--- src/rtl/pl_power_limit_regs.svh ---
// address map, field positions, reset values and timing counts of the power limit bank
`ifndef PL_POWER_LIMIT_REGS_SVH
`define PL_POWER_LIMIT_REGS_SVH

// register address: {domain[1:0], offset[2:0]}
`define PL_DOM_PKG        2'h0
`define PL_DOM_CORE       2'h1
`define PL_DOM_UNCORE     2'h2
`define PL_DOM_MISC       2'h3
`define PL_OFF_LIMIT      3'h0
`define PL_OFF_ENERGY     3'h1
`define PL_OFF_POLICY     3'h2
`define PL_OFF_PERF       3'h3
`define PL_OFF_INFO       3'h4
`define PL_OFF_UNIT       3'h0

// package limit control fields
`define PL_PKG_LIM1_MSB   14
`define PL_PKG_EN1_BIT    15
`define PL_PKG_CLAMP1_BIT 16
`define PL_PKG_Y1_LSB     17
`define PL_PKG_Y1_MSB     21
`define PL_PKG_Z1_LSB     22
`define PL_PKG_Z1_MSB     23
`define PL_PKG_LIM2_LSB   32
`define PL_PKG_LIM2_MSB   46
`define PL_PKG_EN2_BIT    47
`define PL_PKG_CLAMP2_BIT 48
`define PL_PKG_W2_LSB     49
`define PL_PKG_W2_MSB     55
`define PL_PKG_Y2_MSB     53
`define PL_PKG_Z2_LSB     54
`define PL_PKG_LOCK_BIT   63
`define PL_PKG_WMASK      64'h80FF_FFFF_00FF_FFFF
`define PL_PKG_W2_FIELD   64'h00FE_0000_0000_0000
`define PL_PKG_RST        64'h0000_0000_0000_0000

// plane limit control fields (same low layout as package limit one)
`define PL_PLANE_LOCK_BIT 31
`define PL_PLANE_WMASK    32'h80FF_FFFF
`define PL_PLANE_RST      32'h0000_0000
`define PL_PRIO_MSB       4
`define PL_CORE_PRIO_RST  5'h00
`define PL_UNCORE_PRIO_RST 5'h10

// power range fields
`define PL_INFO_MIN_LSB   16
`define PL_INFO_MAX_LSB   32
`define PL_INFO_WIN_LSB   48

// scaling unit fields
`define PL_UNIT_ESU_LSB   8
`define PL_UNIT_TU_LSB    16

// energy refresh period
`define PL_REFRESH_US     1000
`define PL_CLK_MHZ        200
`define PL_REFRESH_CYC    (`PL_REFRESH_US * `PL_CLK_MHZ)

`endif

--- src/rtl/pl_pkg.sv ---
// types of the power limit register bank
package pl_pkg;
  typedef logic [4:0]  pl_addr_t;
  typedef logic [63:0] pl_word_t;
  typedef logic [31:0] pl_cnt_t;

  typedef struct packed {
    pl_word_t    pkg_limit;
    logic [31:0] core_limit;
    logic [31:0] uncore_limit;
    logic [4:0]  core_prio;
    logic [4:0]  uncore_prio;
    pl_cnt_t     pkg_energy;
    pl_cnt_t     core_energy;
    pl_cnt_t     uncore_energy;
    pl_cnt_t     pkg_acc;
    pl_cnt_t     core_acc;
    pl_cnt_t     uncore_acc;
    pl_cnt_t     pkg_thr;
    pl_cnt_t     core_thr;
    pl_cnt_t     refresh_cnt;
    pl_word_t    rdata;
    logic        rvalid;
  } pl_state_s;
endpackage

--- src/rtl/pl_power_limit_regs.sv ---
// running-average power limiting register bank, reached as model-specific registers
`timescale 1ns/1ps
`default_nettype none
`include "pl_power_limit_regs.svh"

// Behaviour
// - package limit bits 14:0 hold limit one, bit 15 enables it
// - package bit 16 lets cores drop below requested state for limit one
// - window one bits 23:17: 2^Y*(1+Z/4) time units, Y 21:17, Z 23:22
// - package limit bits 46:32 hold limit two, bit 47 enables it
// - package bit 48 is clamp two, independent of clamp one
// - window two bits 55:49, exponent 53:49, fraction 55:54, same formula
// - window two may be hard-wired; writes dropped, reads give fixed value
// - package lock bit 63 freezes the package limit register until reset
// - read-only package energy counter, 32 bits, refreshed every millisecond, wraps
// - power range: thermal 14:0, minimum 30:16, maximum 46:32 in power units
// - power range bits 53:48 report the largest programmable window
// - read-only package throttle counter accumulates throttled time in time units
// - plane limit: limit 14:0, enable 15, clamp 16, both planes alike
// - plane window 23:17 decodes as 2^Y times 1.Z, Y 21:17, Z 23:22
// - plane lock bit 31 freezes that plane's limit and priority until reset
// - read-only plane energy counters refreshed every millisecond
// - plane priority bits 4:0 feed the budget controller, 31 highest
// - priority reset values favour the uncore graphics plane
// - server platforms only: read-only core plane throttle counter
// - read-only scaling unit register: power 3:0, energy 12:8, time 19:16
module pl_power_limit_regs #(
  parameter int unsigned REFRESH_CYC  = `PL_REFRESH_CYC,
  parameter bit          SERVER       = 1'b0,
  parameter bit          WIN2_FIXED   = 1'b0,
  parameter logic [6:0]  WIN2_VALUE   = 7'h00,
  parameter logic [3:0]  POWER_UNIT   = 4'h3,
  parameter logic [4:0]  ENERGY_UNIT  = 5'h10,
  parameter logic [3:0]  TIME_UNIT    = 4'hA,
  parameter logic [14:0] TDP_POWER    = 15'h0000,
  parameter logic [14:0] MIN_POWER    = 15'h0000,
  parameter logic [14:0] MAX_POWER    = 15'h0000,
  parameter logic [5:0]  MAX_WINDOW   = 6'h00
) (
  input  wire logic             sys_clk,
  input  wire logic             nrst,
  input  wire logic             msr_rd,
  input  wire logic             msr_wr,
  input  wire pl_pkg::pl_addr_t msr_addr,
  input  wire pl_pkg::pl_word_t msr_wdata,
  output logic                  msr_rvalid,
  output pl_pkg::pl_word_t      msr_rdata,
  input  wire logic [15:0]      pkg_energy_delta,
  input  wire logic [15:0]      core_energy_delta,
  input  wire logic [15:0]      uncore_energy_delta,
  input  wire logic             time_unit_tick,
  input  wire logic             pkg_throttled,
  input  wire logic             core_throttled,
  output logic [14:0]           pkg_limit1,
  output logic                  pkg_enable1,
  output logic                  pkg_clamp1,
  output logic [4:0]            pkg_win1_exp,
  output logic [1:0]            pkg_win1_frac,
  output logic [14:0]           pkg_limit2,
  output logic                  pkg_enable2,
  output logic                  pkg_clamp2,
  output logic [4:0]            pkg_win2_exp,
  output logic [1:0]            pkg_win2_frac,
  output logic                  pkg_locked,
  output logic [14:0]           core_limit,
  output logic                  core_enable,
  output logic                  core_clamp,
  output logic [4:0]            core_win_exp,
  output logic [1:0]            core_win_frac,
  output logic                  core_locked,
  output logic [4:0]            core_priority,
  output logic [14:0]           uncore_limit,
  output logic                  uncore_enable,
  output logic                  uncore_clamp,
  output logic [4:0]            uncore_win_exp,
  output logic [1:0]            uncore_win_frac,
  output logic                  uncore_locked,
  output logic [4:0]            uncore_priority
);
  import pl_pkg::*;

  pl_state_s st_reg;
  pl_state_s st_next;
  logic      refresh_tick;
  pl_word_t  unit_word;
  pl_word_t  info_word;
  pl_word_t  rd_word;
  pl_word_t  pkg_wval;

  localparam pl_cnt_t REFRESH_LAST = pl_cnt_t'(REFRESH_CYC - 1);

  // one period shared by all meters, so software sees the three counters move together
  assign refresh_tick = (st_reg.refresh_cnt == REFRESH_LAST);

  assign unit_word = {44'h000_0000_0000, TIME_UNIT, 3'h0, ENERGY_UNIT, 4'h0, POWER_UNIT};
  assign info_word = {10'h000, MAX_WINDOW, 1'b0, MAX_POWER, 1'b0, MIN_POWER, 1'b0, TDP_POWER};

  // write value of the package limit with reserved bits cleared and window two pinned if fixed
  always_comb begin
    pkg_wval = msr_wdata & `PL_PKG_WMASK;
    if (WIN2_FIXED) begin
      pkg_wval[`PL_PKG_W2_MSB:`PL_PKG_W2_LSB] = WIN2_VALUE;
    end
  end

  // read mux; unmapped and absent registers read as zero
  always_comb begin
    rd_word = 64'h0000_0000_0000_0000;
    unique case (msr_addr[4:3])
      `PL_DOM_PKG: begin
        unique case (msr_addr[2:0])
          `PL_OFF_LIMIT:  rd_word = st_reg.pkg_limit;
          `PL_OFF_ENERGY: rd_word = {32'h0000_0000, st_reg.pkg_energy};
          `PL_OFF_PERF:   rd_word = {32'h0000_0000, st_reg.pkg_thr};
          `PL_OFF_INFO:   rd_word = info_word;
          default:        rd_word = 64'h0000_0000_0000_0000;
        endcase
      end
      `PL_DOM_CORE: begin
        unique case (msr_addr[2:0])
          `PL_OFF_LIMIT:  rd_word = {32'h0000_0000, st_reg.core_limit};
          `PL_OFF_ENERGY: rd_word = {32'h0000_0000, st_reg.core_energy};
          `PL_OFF_POLICY: rd_word = 64'(st_reg.core_prio);
          `PL_OFF_PERF:   rd_word = SERVER ? {32'h0000_0000, st_reg.core_thr} : 64'h0000_0000_0000_0000;
          default:        rd_word = 64'h0000_0000_0000_0000;
        endcase
      end
      `PL_DOM_UNCORE: begin
        // the uncore plane does not exist on server platforms
        if (!SERVER) begin
          unique case (msr_addr[2:0])
            `PL_OFF_LIMIT:  rd_word = {32'h0000_0000, st_reg.uncore_limit};
            `PL_OFF_ENERGY: rd_word = {32'h0000_0000, st_reg.uncore_energy};
            `PL_OFF_POLICY: rd_word = 64'(st_reg.uncore_prio);
            default:        rd_word = 64'h0000_0000_0000_0000;
          endcase
        end
      end
      `PL_DOM_MISC: begin
        if (msr_addr[2:0] == `PL_OFF_UNIT) begin
          rd_word = unit_word;
        end
      end
    endcase
  end

  always_comb begin
    st_next = st_reg;
    st_next.rvalid = msr_rd;
    if (msr_rd) begin
      st_next.rdata = rd_word;
    end

    if (msr_wr) begin
      if ((msr_addr == {`PL_DOM_PKG, `PL_OFF_LIMIT}) && !st_reg.pkg_limit[`PL_PKG_LOCK_BIT]) begin
        st_next.pkg_limit = pkg_wval;
      end
      if (!st_reg.core_limit[`PL_PLANE_LOCK_BIT]) begin
        if (msr_addr == {`PL_DOM_CORE, `PL_OFF_LIMIT}) begin
          st_next.core_limit = msr_wdata[31:0] & `PL_PLANE_WMASK;
        end
        if (msr_addr == {`PL_DOM_CORE, `PL_OFF_POLICY}) begin
          st_next.core_prio = msr_wdata[`PL_PRIO_MSB:0];
        end
      end
      if (!SERVER && !st_reg.uncore_limit[`PL_PLANE_LOCK_BIT]) begin
        if (msr_addr == {`PL_DOM_UNCORE, `PL_OFF_LIMIT}) begin
          st_next.uncore_limit = msr_wdata[31:0] & `PL_PLANE_WMASK;
        end
        if (msr_addr == {`PL_DOM_UNCORE, `PL_OFF_POLICY}) begin
          st_next.uncore_prio = msr_wdata[`PL_PRIO_MSB:0];
        end
      end
    end

    // meter deltas gather every cycle and are published once per refresh period
    st_next.refresh_cnt = refresh_tick ? 32'h0000_0000 : st_reg.refresh_cnt + 32'h0000_0001;
    if (refresh_tick) begin
      st_next.pkg_energy    = st_reg.pkg_energy + st_reg.pkg_acc;
      st_next.core_energy   = st_reg.core_energy + st_reg.core_acc;
      st_next.uncore_energy = st_reg.uncore_energy + st_reg.uncore_acc;
      // the delta of the publishing cycle starts the next period so none is lost
      st_next.pkg_acc    = {16'h0000, pkg_energy_delta};
      st_next.core_acc   = {16'h0000, core_energy_delta};
      st_next.uncore_acc = SERVER ? 32'h0000_0000 : {16'h0000, uncore_energy_delta};
    end else begin
      st_next.pkg_acc    = st_reg.pkg_acc + {16'h0000, pkg_energy_delta};
      st_next.core_acc   = st_reg.core_acc + {16'h0000, core_energy_delta};
      st_next.uncore_acc = SERVER ? 32'h0000_0000 : st_reg.uncore_acc + {16'h0000, uncore_energy_delta};
    end

    if (time_unit_tick && pkg_throttled) begin
      st_next.pkg_thr = st_reg.pkg_thr + 32'h0000_0001;
    end
    if (SERVER && time_unit_tick && core_throttled) begin
      st_next.core_thr = st_reg.core_thr + 32'h0000_0001;
    end
  end

  always_ff @(posedge sys_clk) begin
    if (!nrst) begin
      st_reg              <= '0;
      st_reg.pkg_limit    <= `PL_PKG_RST;
      st_reg.core_limit   <= `PL_PLANE_RST;
      st_reg.uncore_limit <= `PL_PLANE_RST;
      st_reg.core_prio    <= `PL_CORE_PRIO_RST;
      st_reg.uncore_prio  <= `PL_UNCORE_PRIO_RST;
      if (WIN2_FIXED) begin
        st_reg.pkg_limit[`PL_PKG_W2_MSB:`PL_PKG_W2_LSB] <= WIN2_VALUE;
      end
    end else begin
      st_reg <= st_next;
    end
  end

  assign msr_rvalid = st_reg.rvalid;
  assign msr_rdata  = st_reg.rdata;

  // window fields leave raw; the limiter decodes them as 2^Y*(4+Z)/4 time units
  assign pkg_limit1    = st_reg.pkg_limit[`PL_PKG_LIM1_MSB:0];
  assign pkg_enable1   = st_reg.pkg_limit[`PL_PKG_EN1_BIT];
  assign pkg_clamp1    = st_reg.pkg_limit[`PL_PKG_CLAMP1_BIT];
  assign pkg_win1_exp  = st_reg.pkg_limit[`PL_PKG_Y1_MSB:`PL_PKG_Y1_LSB];
  assign pkg_win1_frac = st_reg.pkg_limit[`PL_PKG_Z1_MSB:`PL_PKG_Z1_LSB];
  assign pkg_limit2    = st_reg.pkg_limit[`PL_PKG_LIM2_MSB:`PL_PKG_LIM2_LSB];
  assign pkg_enable2   = st_reg.pkg_limit[`PL_PKG_EN2_BIT];
  assign pkg_clamp2    = st_reg.pkg_limit[`PL_PKG_CLAMP2_BIT];
  assign pkg_win2_exp  = st_reg.pkg_limit[`PL_PKG_Y2_MSB:`PL_PKG_W2_LSB];
  assign pkg_win2_frac = st_reg.pkg_limit[`PL_PKG_W2_MSB:`PL_PKG_Z2_LSB];
  assign pkg_locked    = st_reg.pkg_limit[`PL_PKG_LOCK_BIT];

  assign core_limit      = st_reg.core_limit[`PL_PKG_LIM1_MSB:0];
  assign core_enable     = st_reg.core_limit[`PL_PKG_EN1_BIT];
  assign core_clamp      = st_reg.core_limit[`PL_PKG_CLAMP1_BIT];
  assign core_win_exp    = st_reg.core_limit[`PL_PKG_Y1_MSB:`PL_PKG_Y1_LSB];
  assign core_win_frac   = st_reg.core_limit[`PL_PKG_Z1_MSB:`PL_PKG_Z1_LSB];
  assign core_locked     = st_reg.core_limit[`PL_PLANE_LOCK_BIT];
  assign core_priority   = st_reg.core_prio;
  assign uncore_limit    = st_reg.uncore_limit[`PL_PKG_LIM1_MSB:0];
  assign uncore_enable   = st_reg.uncore_limit[`PL_PKG_EN1_BIT];
  assign uncore_clamp    = st_reg.uncore_limit[`PL_PKG_CLAMP1_BIT];
  assign uncore_win_exp  = st_reg.uncore_limit[`PL_PKG_Y1_MSB:`PL_PKG_Y1_LSB];
  assign uncore_win_frac = st_reg.uncore_limit[`PL_PKG_Z1_MSB:`PL_PKG_Z1_LSB];
  assign uncore_locked   = st_reg.uncore_limit[`PL_PLANE_LOCK_BIT];
  assign uncore_priority = st_reg.uncore_prio;

  // checks rest while reset is held; past values across the release are reset values
  a_pkg_lock_hold: assert property (@(posedge sys_clk) disable iff (!nrst)
    pkg_locked |=> pkg_locked && $stable(st_reg.pkg_limit))
    else $error("locked package limit changed");

  a_core_lock_prio: assert property (@(posedge sys_clk) disable iff (!nrst)
    core_locked |=> $stable(core_priority) && $stable(st_reg.core_limit))
    else $error("locked core plane changed");

  a_win2_pinned: assert property (@(posedge sys_clk) disable iff (!nrst)
    WIN2_FIXED |-> {pkg_win2_frac, pkg_win2_exp} == WIN2_VALUE)
    else $error("fixed window two altered");

  a_pkg_write_take: assert property (@(posedge sys_clk) disable iff (!nrst)
    msr_wr && !pkg_locked && msr_addr == {`PL_DOM_PKG, `PL_OFF_LIMIT}
    |=> (st_reg.pkg_limit & ~`PL_PKG_W2_FIELD) == ($past(msr_wdata) & `PL_PKG_WMASK & ~`PL_PKG_W2_FIELD)
      && (WIN2_FIXED
          || st_reg.pkg_limit[`PL_PKG_W2_MSB:`PL_PKG_W2_LSB] == $past(msr_wdata[`PL_PKG_W2_MSB:`PL_PKG_W2_LSB])))
    else $error("package limit write not taken");

  a_energy_publish: assert property (@(posedge sys_clk) disable iff (!nrst)
    refresh_tick |=> st_reg.pkg_energy == $past(st_reg.pkg_energy) + $past(st_reg.pkg_acc))
    else $error("package energy not published");

  a_energy_quiet: assert property (@(posedge sys_clk) disable iff (!nrst)
    !refresh_tick |=> $stable(st_reg.core_energy))
    else $error("core energy moved between refreshes");

  a_thr_count: assert property (@(posedge sys_clk) disable iff (!nrst)
    time_unit_tick && pkg_throttled |=> st_reg.pkg_thr == $past(st_reg.pkg_thr) + 32'h0000_0001)
    else $error("package throttle count missed");

  a_unit_read: assert property (@(posedge sys_clk) disable iff (!nrst)
    msr_rd && msr_addr == {`PL_DOM_MISC, `PL_OFF_UNIT} |=> msr_rvalid && msr_rdata == unit_word)
    else $error("unit register read wrong");

  a_prio_favour: assert property (@(posedge sys_clk)
    $rose(nrst) |-> uncore_priority > core_priority)
    else $error("reset priorities do not favour uncore");

  a_uncore_lock_prio: assert property (@(posedge sys_clk) disable iff (!nrst)
    uncore_locked |=> $stable(uncore_priority) && $stable(st_reg.uncore_limit))
    else $error("locked uncore plane changed");

  a_core_energy_publish: assert property (@(posedge sys_clk) disable iff (!nrst)
    refresh_tick |=> st_reg.core_energy == $past(st_reg.core_energy) + $past(st_reg.core_acc))
    else $error("core energy not published");

  a_uncore_energy_publish: assert property (@(posedge sys_clk) disable iff (!nrst)
    refresh_tick |=> st_reg.uncore_energy == $past(st_reg.uncore_energy) + $past(st_reg.uncore_acc))
    else $error("uncore energy not published");

  a_pkg_energy_quiet: assert property (@(posedge sys_clk) disable iff (!nrst)
    !refresh_tick |=> $stable(st_reg.pkg_energy) && $stable(st_reg.uncore_energy))
    else $error("energy moved between refreshes");

  a_thr_hold: assert property (@(posedge sys_clk) disable iff (!nrst)
    !(time_unit_tick && pkg_throttled) |=> $stable(st_reg.pkg_thr))
    else $error("package throttle count moved");

  a_core_thr_count: assert property (@(posedge sys_clk) disable iff (!nrst)
    time_unit_tick && core_throttled
    |=> st_reg.core_thr == $past(st_reg.core_thr) + (SERVER ? 32'h0000_0001 : 32'h0000_0000))
    else $error("core throttle count wrong");

  a_info_read: assert property (@(posedge sys_clk) disable iff (!nrst)
    msr_rd && msr_addr == {`PL_DOM_PKG, `PL_OFF_INFO} |=> msr_rvalid && msr_rdata == info_word)
    else $error("power range read wrong");

  a_info_window: assert property (@(posedge sys_clk) disable iff (!nrst)
    msr_rd && msr_addr == {`PL_DOM_PKG, `PL_OFF_INFO}
    |=> msr_rdata[`PL_INFO_WIN_LSB+5:`PL_INFO_WIN_LSB] == MAX_WINDOW)
    else $error("largest window read wrong");

  a_core_write_take: assert property (@(posedge sys_clk) disable iff (!nrst)
    msr_wr && !core_locked && msr_addr == {`PL_DOM_CORE, `PL_OFF_LIMIT}
    |=> st_reg.core_limit == ($past(msr_wdata[31:0]) & `PL_PLANE_WMASK))
    else $error("core limit write not taken");

  a_uncore_write_take: assert property (@(posedge sys_clk) disable iff (!nrst)
    !SERVER && msr_wr && !uncore_locked && msr_addr == {`PL_DOM_UNCORE, `PL_OFF_LIMIT}
    |=> st_reg.uncore_limit == ($past(msr_wdata[31:0]) & `PL_PLANE_WMASK))
    else $error("uncore limit write not taken");

  a_core_prio_take: assert property (@(posedge sys_clk) disable iff (!nrst)
    msr_wr && !core_locked && msr_addr == {`PL_DOM_CORE, `PL_OFF_POLICY}
    |=> core_priority == $past(msr_wdata[`PL_PRIO_MSB:0]))
    else $error("core priority write not taken");

  a_prio_write_take: assert property (@(posedge sys_clk) disable iff (!nrst)
    !SERVER && msr_wr && !uncore_locked && msr_addr == {`PL_DOM_UNCORE, `PL_OFF_POLICY}
    |=> uncore_priority == $past(msr_wdata[`PL_PRIO_MSB:0]))
    else $error("uncore priority write not taken");

  a_pkg_lock_write: assert property (@(posedge sys_clk) disable iff (!nrst)
    msr_wr && !pkg_locked && msr_addr == {`PL_DOM_PKG, `PL_OFF_LIMIT} && msr_wdata[`PL_PKG_LOCK_BIT]
    |=> pkg_locked)
    else $error("package lock not taken");

  a_clamp_split: assert property (@(posedge sys_clk) disable iff (!nrst)
    msr_wr && !pkg_locked && msr_addr == {`PL_DOM_PKG, `PL_OFF_LIMIT}
    && msr_wdata[`PL_PKG_CLAMP2_BIT] && !msr_wdata[`PL_PKG_CLAMP1_BIT]
    |=> pkg_clamp2 && !pkg_clamp1)
    else $error("clamp two not independent");

  a_refresh_range: assert property (@(posedge sys_clk) disable iff (!nrst)
    st_reg.refresh_cnt <= REFRESH_LAST)
    else $error("refresh counter out of range");
endmodule

`default_nettype wire

--- config.mk ---
export PLATFORM = sky130hd
export DESIGN_NAME = pl_power_limit_regs
export DESIGN_NICKNAME = d
export VERILOG_FILES = /design/src/rtl/pl_pkg.sv /design/src/rtl/pl_power_limit_regs.sv
export VERILOG_INCLUDE_DIRS = /design/src /design/src/rtl
export SDC_FILE = /design/constraint.sdc
export NUM_CORES = 1
export LEC_CHECK = 0
export BUFFER_PORTS_ARGS = -buffer_cell sky130_fd_sc_hd__buf_2
export CAP_MARGIN = 10
export CORE_MARGIN = 3
export CORE_UTILIZATION = 50
export DETAILED_ROUTE_END_ITERATION = 10
export PLACE_DENSITY = 0.77
export SYNTH_ARGS = -nofsm -noshare
export SYNTH_HDL_FRONTEND = slang
export SYNTH_SLANG_ARGS = --single-unit
--- constraint.sdc ---
create_clock -name sys_clk -period 3.65 [get_ports sys_clk]
set_clock_uncertainty 0.15 [all_clocks]
set_input_delay 0 -clock sys_clk [delete_from_list [all_inputs] [get_ports sys_clk]]
set_output_delay 0 -clock sys_clk [all_outputs]
set_load 0.01 [all_outputs]
== Word level (Yosys, flattened, before mapping) ==
Cells that the tools add are included.

* RAM bits: 0
* Input bits: 124
* Memory bits (read-only): 0
* Logic and storage cells: 64
* Register bits after elaboration: 430
* Memories: 0
* Bits in latches: 0

* Div/mod/pow operators: 0
* Reductions and logical operators: 12
* Muxes and demuxes: 10
* Magnitude comparators: 0
* Eq/ne operators: 11
* Bitwise gates (word level): 3
* Multiply operators: 0
* Add/subtract/negate cells: 8
* Shift-type cells: 0

{| class="wikitable"
|+ Operators with widths
! kind !! count
|-
| one-hot mux 64 bit (4 select lines) || 1
|-
| one-hot mux 32 bit (3 select lines) || 2
|-
| one-hot mux 64 bit (3 select lines) || 1
|-
| 2-to-1 mux 32 bit || 4
|-
| adder 32 x 16 -> 32 bit || 3
|-
| adder 32 bit || 3
|-
| 2-to-1 mux 80 bit || 1
|-
| adder 32 x 1 -> 32 bit, second input constant || 2
|-
| == test 32 x 18 -> 1 bit, second input constant || 1
|-
| 2-to-1 mux 20 bit || 1
|-
| AND reduction 3 bit || 4
|-
| == test 5 x 4 -> 1 bit, second input constant || 2
|-
| == test 5 bit, second input constant || 2
|-
| == test 3 x 2 -> 1 bit, second input constant || 2
|-
| zero test 5 bit || 1
|-
| == test 2 bit, second input constant || 2
|-
| == test 3 x 1 -> 1 bit, second input constant || 1
|-
| zero test 3 bit || 1
|-
| inverter 1 bit || 3
|-
| == test 2 x 1 -> 1 bit, second input constant || 1
|-
| logical AND 1 bit || 2
|-
| zero test 2 bit || 1
|-
| AND reduction 2 bit || 1
|-
| OR reduction 2 bit || 1
|-
| zero test 1 bit || 1
|}

== Longest topological paths before layout ==
Gate-level depths: netlist (run 1).

* Depth in word-level cells: 3
* Mapped depth: 12
* Gate-level depth less buffers: 11

== Worst setup path after synthesis (run 1) ==
OpenSTA, ideal clock, no wires.

* Path type: reg2reg
* Start point: register st_reg[225] (netlist bit)
* End point: register st_reg[253] (netlist bit)
* Path slack: 0.700 ns
* Buffers on the path: 0
* Setup time: 0.115 ns
* Stages on the path, launching flop included: 12
* Arrival time: 2.686 ns
* Data required time: 3.385 ns
* Cells stage by stage: dfxtp_1 > ha_1 > fa_1 > a21o_1 > a21oi_1 > o21ai_0 > a211oi_1 > a21oi_1 > a211oi_1 > o31ai_2 > and3_1 > o21a_1

* Word-level cells in the longest chain between the ends: 1

{| class="wikitable"
|+ Ends and longest elaborated chain
! what !! line !! source
|-
| from (decl) || pl_power_limit_regs.sv:82 || <nowiki>pl_state_s st_reg;</nowiki>
|-
| from (signal assigned) || pl_power_limit_regs.sv:212 || <nowiki>st_reg <= st_next;</nowiki>
|-
| adder 32 x 16 -> 32 bit || pl_power_limit_regs.sv:187 || <nowiki>st_next.pkg_acc = st_reg.pkg_acc + {16'h0000, pkg_energy_delta};</nowiki>
|}

Every way passes these cells.
A chain may end at the register's enable or synchronous reset.

== Worst setup path in the final report (run 1) ==
* Start point: register st_reg[327] (netlist bit)
* End point: register st_reg[352] (netlist bit)

* Word-level cells in the longest chain between the ends: 1

{| class="wikitable"
|+ Ends and longest elaborated chain
! what !! line !! source
|-
| adder 32 bit || pl_power_limit_regs.sv:179 || <nowiki>st_next.pkg_energy = st_reg.pkg_energy + st_reg.pkg_acc;</nowiki>
|}

Every way passes these cells.

==> results.txt, run 1 <==
----------------------------------------------------
[Yosys]
  Avg Inst Size Synth ... 7.89 µm²
  Share of synthesized area spent on multiplexers ... 0.0186
  Post-synthesis instance area ... 24700 µm²
  Combinational family with the most area after synthesis ... compound AO/OA/AOI/OAI gates
  Synth warn ... 0
  FF+latch count, synth ... 423
  Number of enable-type register cells in the synthesized netlist ... 0
  Commonest register cell after synthesis ... dfxtp_1
  Synthesized-area fraction occupied by xor and xnor cells ... 0.0688
  Simple-gate area share of the yosys netlist ... 0.191
  Number of distinct library cell variants in the gate-level netlist after synthesis ... 84
  Sequential element share of the synthesized area ... 0.343
  Number of instances in the synthesized netlist ... 3133
  Area fraction in compound gates after synthesis ... 0.219
  Adder-cell area share of the yosys netlist ... 0.0773
  Async set-or-reset flop fraction in the synthesized netlist ... 0

[Clock network]
  Clock transition at the registers of the reported paths ... 0.06 ns
  Skew-Pair Late Insertion Delay ... 0.60 ns
  CTS buffer count ... 46
  Clock tree root buffer cell ... clkbuf_16
  Clock buffer depth ... 3
  Number of sinks handled by clock tree synthesis ... 423
  Clock tree from TritonCTS ... built
  H-Tree Depth ... 2
  Buffers inserted by post-CTS timing repair ... 0

[Placed design]
  Count of input and output buffers ... 275
  Final HPWL from detailed placement ... 51000 µm
  Routability congestion estimate from global placement ... 0.949
  Worst setup slack after placement ... 0.221 ns

[STA]
  Period utilization ... 0.935
  Setup-failing EPs final ... 0
  Post-route worst setup slack ... 0.236 ns
  Transition time at the pin with the least slew margin ... 1.04 ns
  Unrepaired setup endpoints after global routing ... false
  Max-slew headroom ... 0.302
  Slew Viols, Final ... 0
  Final Hold Violating Endpoints ... 0
  Min Clock Period, post-route ... 3.41 ns
  Peak clock frequency supported by timing ... 293 MHz
  Setup_tns ... 0 ns

[Worst setup path]
  Critical path start-end classification ... reg2reg
  Data arrival time of the critical path ... 3.74 ns
  Critical Path End Type ... flop
  CP Launch Point ... st_reg[327]$_SDFFE_PN0P_
  Peak fanout along the critical path ... 5
  Startpoint of the worst-slack reg-to-reg timing path ... st_reg[327]$_SDFFE_PN0P_
  FF-to-FF setup slack ... 0.24 ns
  Required @ worst endpoint ... 3.97 ns
  Worst Setup Start Kind ... flop

[Global routing]
  Vias in the first global route ... 21100
  Met3 routing resource usage after global routing ... 0.0388
  Total GRT Usage ... 0.262
  Met1 Resource Use GR ... 0.360
  Largest net degree at the start of global routing ... 113
  GRT overflow ... 0
  Antenna violations before repair ... 2
  Busiest layer in global routing ... met2
  Wire length of the first global-routing pass ... 113000 µm
  Fraction of met2 tracks used by global routing ... 0.423

[Pwr]
  Lkg Pwr ... 11.8 nW
  Pwr per Cell Area ... 481 nW/µm²
  Worst vdd ir ... 376 µV
  Post-route total power ... 13.7 mW

[Run status]
  Result of the run ... complete, no violations

[Routing]
  Number of search-and-repair iterations in the first detailed-routing pass ... 6
  Post-DR vias/cell ... 5.74
  Vias ... 23100
  Wire length per cell ... 17.8 µm
  Number of design rule violations left after detail routing ... 0
  Routed Wire Length ... 71500 µm
  Count of routing violations after the opening detailed-route iteration ... 2212
  Antenna violation net count after detailed routing ... 0

[Floorplan]
  Die extent in x ... 228 µm
  Die height ... 228 µm
  Count of boundary I/O pins ... 298
  Die ar. ... 52100 µm²
  Number of placement rows ... 80
  Initial standard-cell utilization of the core ... 0.512
  Area of the placeable core ... 48200 µm²

[Finish]
  Flip-flop count of the largest register after layout ... 256
  Number of nets at the end of the flow ... 3596
  Share of post-route cells with drive strength above 1 ... 0.127
  Area growth, synth to finish ... 15.5%
  Post-Route Utilization ... 0.592

[Hold path]
  Min-Delay Startpoint ... msr_wdata[63]
  Class of the tightest hold or removal check ... in2reg

[Run]
  Maximum Capacitance Violations ... 0

----------------------------------------------------
==> stage by stage <==
stage                     area (µm²)  std cells  hold slack [ns]
final                          28500       4016           0.0378
after global routing           28500       4015           0.0428
after CTS                      28500       4014          0.00697
after detailed placement       25500       3791           0.0884
after global placement         25500       3791           0.0797
after floorplan                24700       3139          -0.0249
==> worst max-delay path: stages, from the launching register on <==
cell	delay, ns
dfxtp_1	0.33
ha_1	0.36
o21ai_1	0.11
a211oi_1	0.41
a211oi_1	0.13
buf_4	0.17
o41ai_1	0.39
a21oi_1	0.22
o41ai_1	0.55
a41oi_1	0.22
o21ai_0	0.12
nand4b_1	0.11
==> kinds of logic after synthesis <==
group	Yosys count
compound gates	877
fa+ha+maj	149
buf+inv	372
other cells	1
simple gates	1071
mux	46
xor+xnor	194
flops	423
==> path summary, 6_finish.rpt <==
path / to / cells past startpoint
max reg2reg: st_reg[352]$_SDFFE_PN0P_ / 11
max: st_reg[352]$_SDFFE_PN0P_ / 11
min: pkg_locked$_SDFFE_PN0P_ / 4
min reg2reg: st_reg[65]$_SDFF_PP0_ / 1
==> repair_timing <==
item,in CTS,in global routing
hold endpoints to repair,240,0
gates resized for setup,0,1
hold buffers,140,0
endpoints found under the setup margin,0,3
==> layer usage <==
layer  share of wire  wire [µm]
met2            0.46      32600
met4           0.028       2010
met5         0.00018         13
met1            0.43      31100
met3           0.081       5820
==> report_power, final <==
group / internal [mW] / switching [mW]
sequential: 4.91 / 0.247
combinational: 1.66 / 1.93
clock: 2.97 / 2.02
total: 9.54 / 4.19
==> layout by cell type, fill, tap and decap left out, types with 83 or more instances in the layout <==
master	Yosys	routed
buf_2	3	275
xor2_1	83	83
o21ai_0	147	147
dfxtp_1	423	423
ha_1	143	143
nand2_1	548	547
a21oi_1	373	373
xnor2_1	111	111
dlygate4sd3_1	0	140
nor2_1	215	214
==> cell type report <==
cell class | instances | area [µm²]
inverters | 54 | 210
multi-input cells | 2344 | 14300
fillers | 4276 | 19700
diodes | 2 | 5.00
clock buffers | 59 | 1270
flip-flops and latches | 423 | 8470
clock inverters | 24 | 343
well taps | 656 | 821
repair buffers | 454 | 3160
==> synthesized netlist by cell type, types with 11 or more instances <==
cell type    n  area (µm²)
nand3_1     76         380
or3_1       37         231
ha_1       143        1790
a21o_1      60         450
nand2_1    548        2060
nor3_1      32         160
a211oi_1    39         293
o21ai_1     15        75.1
buf_4      163        1220
buf_1       13        48.8
o21a_1      11        82.6
o21ai_0    147         736
and3_1      33         206
a21oi_1    373        1870
nor4_1      14        87.6
nor2_1     215         807
inv_1       54         203
o211ai_1    18         135
a31oi_1     35         219
o21bai_1    25         188
a222oi_1    17         170
dfxtp_1    423        8470
nor2b_1     18         113
a22o_1      42         368
mux2i_1     46         460
and2_1      21         131
clkbuf_1   136         510
a22oi_1     19         143
xnor2_1    111         972
xor2_1      83         727
nand4_1     29         181
Power figures use the tool's default switching activity.
==> run 2, diff against run 1 <==
--- a/config.mk
+++ b/config.mk
@@ -9,4 +9,5 @@
 export BUFFER_PORTS_ARGS = -buffer_cell sky130_fd_sc_hd__buf_2
 export CAP_MARGIN = 10
+export CORE_ASPECT_RATIO = 2
 export CORE_MARGIN = 3
 export CORE_UTILIZATION = 50
==> constraint.sdc (replaced) <==
create_clock -name sys_clk -period 3.65 [get_ports sys_clk]
set_clock_uncertainty 0.15 [all_clocks]
set_input_delay 1.095 -clock sys_clk [delete_from_list [all_inputs] [get_ports sys_clk]]
set_output_delay 1.095 -clock sys_clk [all_outputs]
set_load 0.01 [all_outputs]
==> run 2 against run 1 <==
Against the previous run:
- sequential power barely moved
- largest cell class unchanged
- clock-buffer cell count down 8
- setup slack got worse by 0.089 ns
- die area is 0.31% higher
- critical path type unchanged
- final cell count down 2.3%
- largest power group unchanged
- worst hold slack gained 0.26 ns
- sequential cell count is the same
==> results.txt, run 2 (synthesized netlist as in run 1, its figures left out) <==
----------------------------------------------------
[Placed design]
  Worst setup slack after placement ... -0.557 ns
  Area of placed instances ... 26100 µm²
  Count of input and output buffers ... 275
  Final HPWL from detailed placement ... 57900 µm
  Routability congestion estimate from global placement ... 0.947

[Clock network]
  CTS buffer count ... 39
  Buffers inserted by post-CTS timing repair ... 0
  Clock buffer depth ... 3
  Skew-Pair Late Insertion Delay ... 0.56 ns
  Number of hold-repair buffers added at the cts stage ... 0
  H-Tree Depth ... 2
  Number of sinks handled by clock tree synthesis ... 423
  Clock transition at the registers of the reported paths ... 0.07 ns
  Clock tree root buffer cell ... clkbuf_16
  CTS resizes ... 0
  Clock tree from TritonCTS ... built

[Pwr]
  Combinational power share ... 0.286
  Post-route total power ... 13.2 mW
  Worst vdd ir ... 357 µV
  Sw Ratio ... 0.318
  Sequential power share ... 0.389
  Design internal power ... 9.02 mW
  Pwr per Cell Area ... 482 nW/µm²
  Clock group share of total power ... 0.325
  Switching power ... 4.20 mW
  Lkg Pwr ... 11.5 nW

[Worst setup path]
  Library cell contributing the largest single delay on the critical path ... o41ai_1
  Data arrival time of the critical path ... 3.79 ns
  Max stage delay on crit path ... 0.48 ns
  Worst Setup Start Kind ... flop
  Required @ worst endpoint ... 3.94 ns
  Sequence of cells on the critical path ... ha_1 > o21ai_1 > a211oi_1 > buf_4 > a211oi_1 > buf_4 > o41ai_1 > a21oi_1 > o41ai_1 > a41oi_1 > o21ai_0 > nand4b_1
  Peak fanout along the critical path ... 5
  Critical Path End Type ... flop
  Critical path start-end classification ... reg2reg

[Routing]
  Number of search-and-repair iterations in the first detailed-routing pass ... 6
  Vias ... 23200
  Wire length per cell ... 19.5 µm
  Routed Wire Length ... 76600 µm
  Post-DR vias/cell ... 5.92
  Antenna violation net count after detailed routing ... 0
  Number of design rule violations left after detail routing ... 0
  Count of routing violations after the opening detailed-route iteration ... 1713

[STA]
  Min Clock Period, post-route ... 3.50 ns
  Max-slew headroom ... 0.462
  Final Hold Violating Endpoints ... 0
  Setup_tns ... 0 ns
  Unrepaired setup endpoints after global routing ... false
  Post-route worst setup slack ... 0.147 ns
  Setup-failing EPs final ... 0
  Slew Viols, Final ... 0
  Transition time at the pin with the least slew margin ... 0.808 ns
  Period utilization ... 0.960
  Hold slack ... 0.294 ns
  Peak clock frequency supported by timing ... 285 MHz

[Finish]
  Highest-count cells in the layout ignoring fill and taps ... 547 x nand2_1, 423 x dfxtp_1, 373 x a21oi_1, 275 x buf_2, 213 x nor2_1
  Share of post-route cells with drive strength above 1 ... 0.150
  Most common cell after layout, fill and taps aside ... nand2_1
  Flip-flop count of the largest register after layout ... 256
  Post-route cell area ... 27400 µm²
  Area growth, synth to finish ... 11.0%
  Number of nets at the end of the flow ... 3526

[Floorplan]
  Area of the placeable core ... 48600 µm²
  Initial standard-cell utilization of the core ... 0.508
  Count of boundary I/O pins ... 298
  Die height ... 320 µm
  Number of placement rows ... 114
  Die extent in x ... 163 µm
  Die ar. ... 52300 µm²

[Global routing]
  GRT overflow ... 0
  Largest net degree at the start of global routing ... 98
  Total GRT Usage ... 0.283
  Vias in the first global route ... 22900
  Antenna violations before repair ... 5
  Wire length of the first global-routing pass ... 120000 µm

[Run status]
  Result of the run ... complete, no violations

[Run]
  Maximum Capacitance Violations ... 0

[Hold path]
  Class of the tightest hold or removal check ... reg2reg

----------------------------------------------------
## run 2: cell types whose count changed in the layout (fill, tap and decap cells not counted), sizes merged, moves of 3 or more
cell         previous run  this run
dlygate4sd3           140         0
buf                   314       391
clkbuf                 59        51
bufinv                  7         4
clkinv                 14        11
diode                   2         5
## run 2: routing by layer
| metal | up-vias | GRT usage | share of wire |
|---|---|---|---|
| met2 | 891 | 0.528 | 0.52 |
| met3 | 302 | 0.0419 | 0.061 |
| met5 | - | 0 | 0 |
| li1 | 11100 | - | - |
| met1 | 10900 | 0.288 | 0.35 |
| met4 | 0 | 0.179 | 0.070 |
## run 2: power by group through the flow
stage                     logic, mW  registers [mW]  clock network, mW
after floorplan                2.66            5.15                  0
after global placement         3.63            5.23                  0
after detailed placement       3.70            5.24                  0
after CTS                      3.74            5.14               4.38
after global routing           4.19            5.17               4.53
final                          3.78            5.14               4.30
## run 2: metrics by stage
stage               std cells   util
floorplan                3139      -
global placement         3850  0.537
detailed placement       3850  0.537
CTS                      3920  0.564
global route             3924  0.564
finish                   3925  0.564
## run 2: layout make-up
| type | instances | area (µm²) |
|---|---|---|
| tap | 638 | 798 |
| fill | 4441 | 21200 |
| sequential | 423 | 8470 |
| antenna | 5 | 12.5 |
| clock inverter | 19 | 216 |
| inverter | 54 | 210 |
| clock buffer | 51 | 1090 |
| multi-input combinational | 2344 | 14300 |
| timing repair buffer | 391 | 2350 |
## run 2: worst paths after layout
path                             from                        to  slack, ns  cells past startpoint
min             st_reg[65]$_SDFF_PP0_     st_reg[65]$_SDFF_PP0_       0.29                      1
min reg2reg     st_reg[65]$_SDFF_PP0_     st_reg[65]$_SDFF_PP0_       0.29                      1
max reg2reg  st_reg[327]$_SDFFE_PN0P_  st_reg[352]$_SDFFE_PN0P_       0.15                     12
max          st_reg[327]$_SDFFE_PN0P_  st_reg[352]$_SDFFE_PN0P_       0.15                     12
## run 2: critical path: cells and delay by family, from the launching register on
kind | cells | cell delay, ns
and+or+nand+nor | 1 | 0.10
AOI/OAI and AO/OA | 8 | 2.05
DFF | 1 | 0.35
buffers and inverters | 2 | 0.34
adders and majority gates | 1 | 0.40
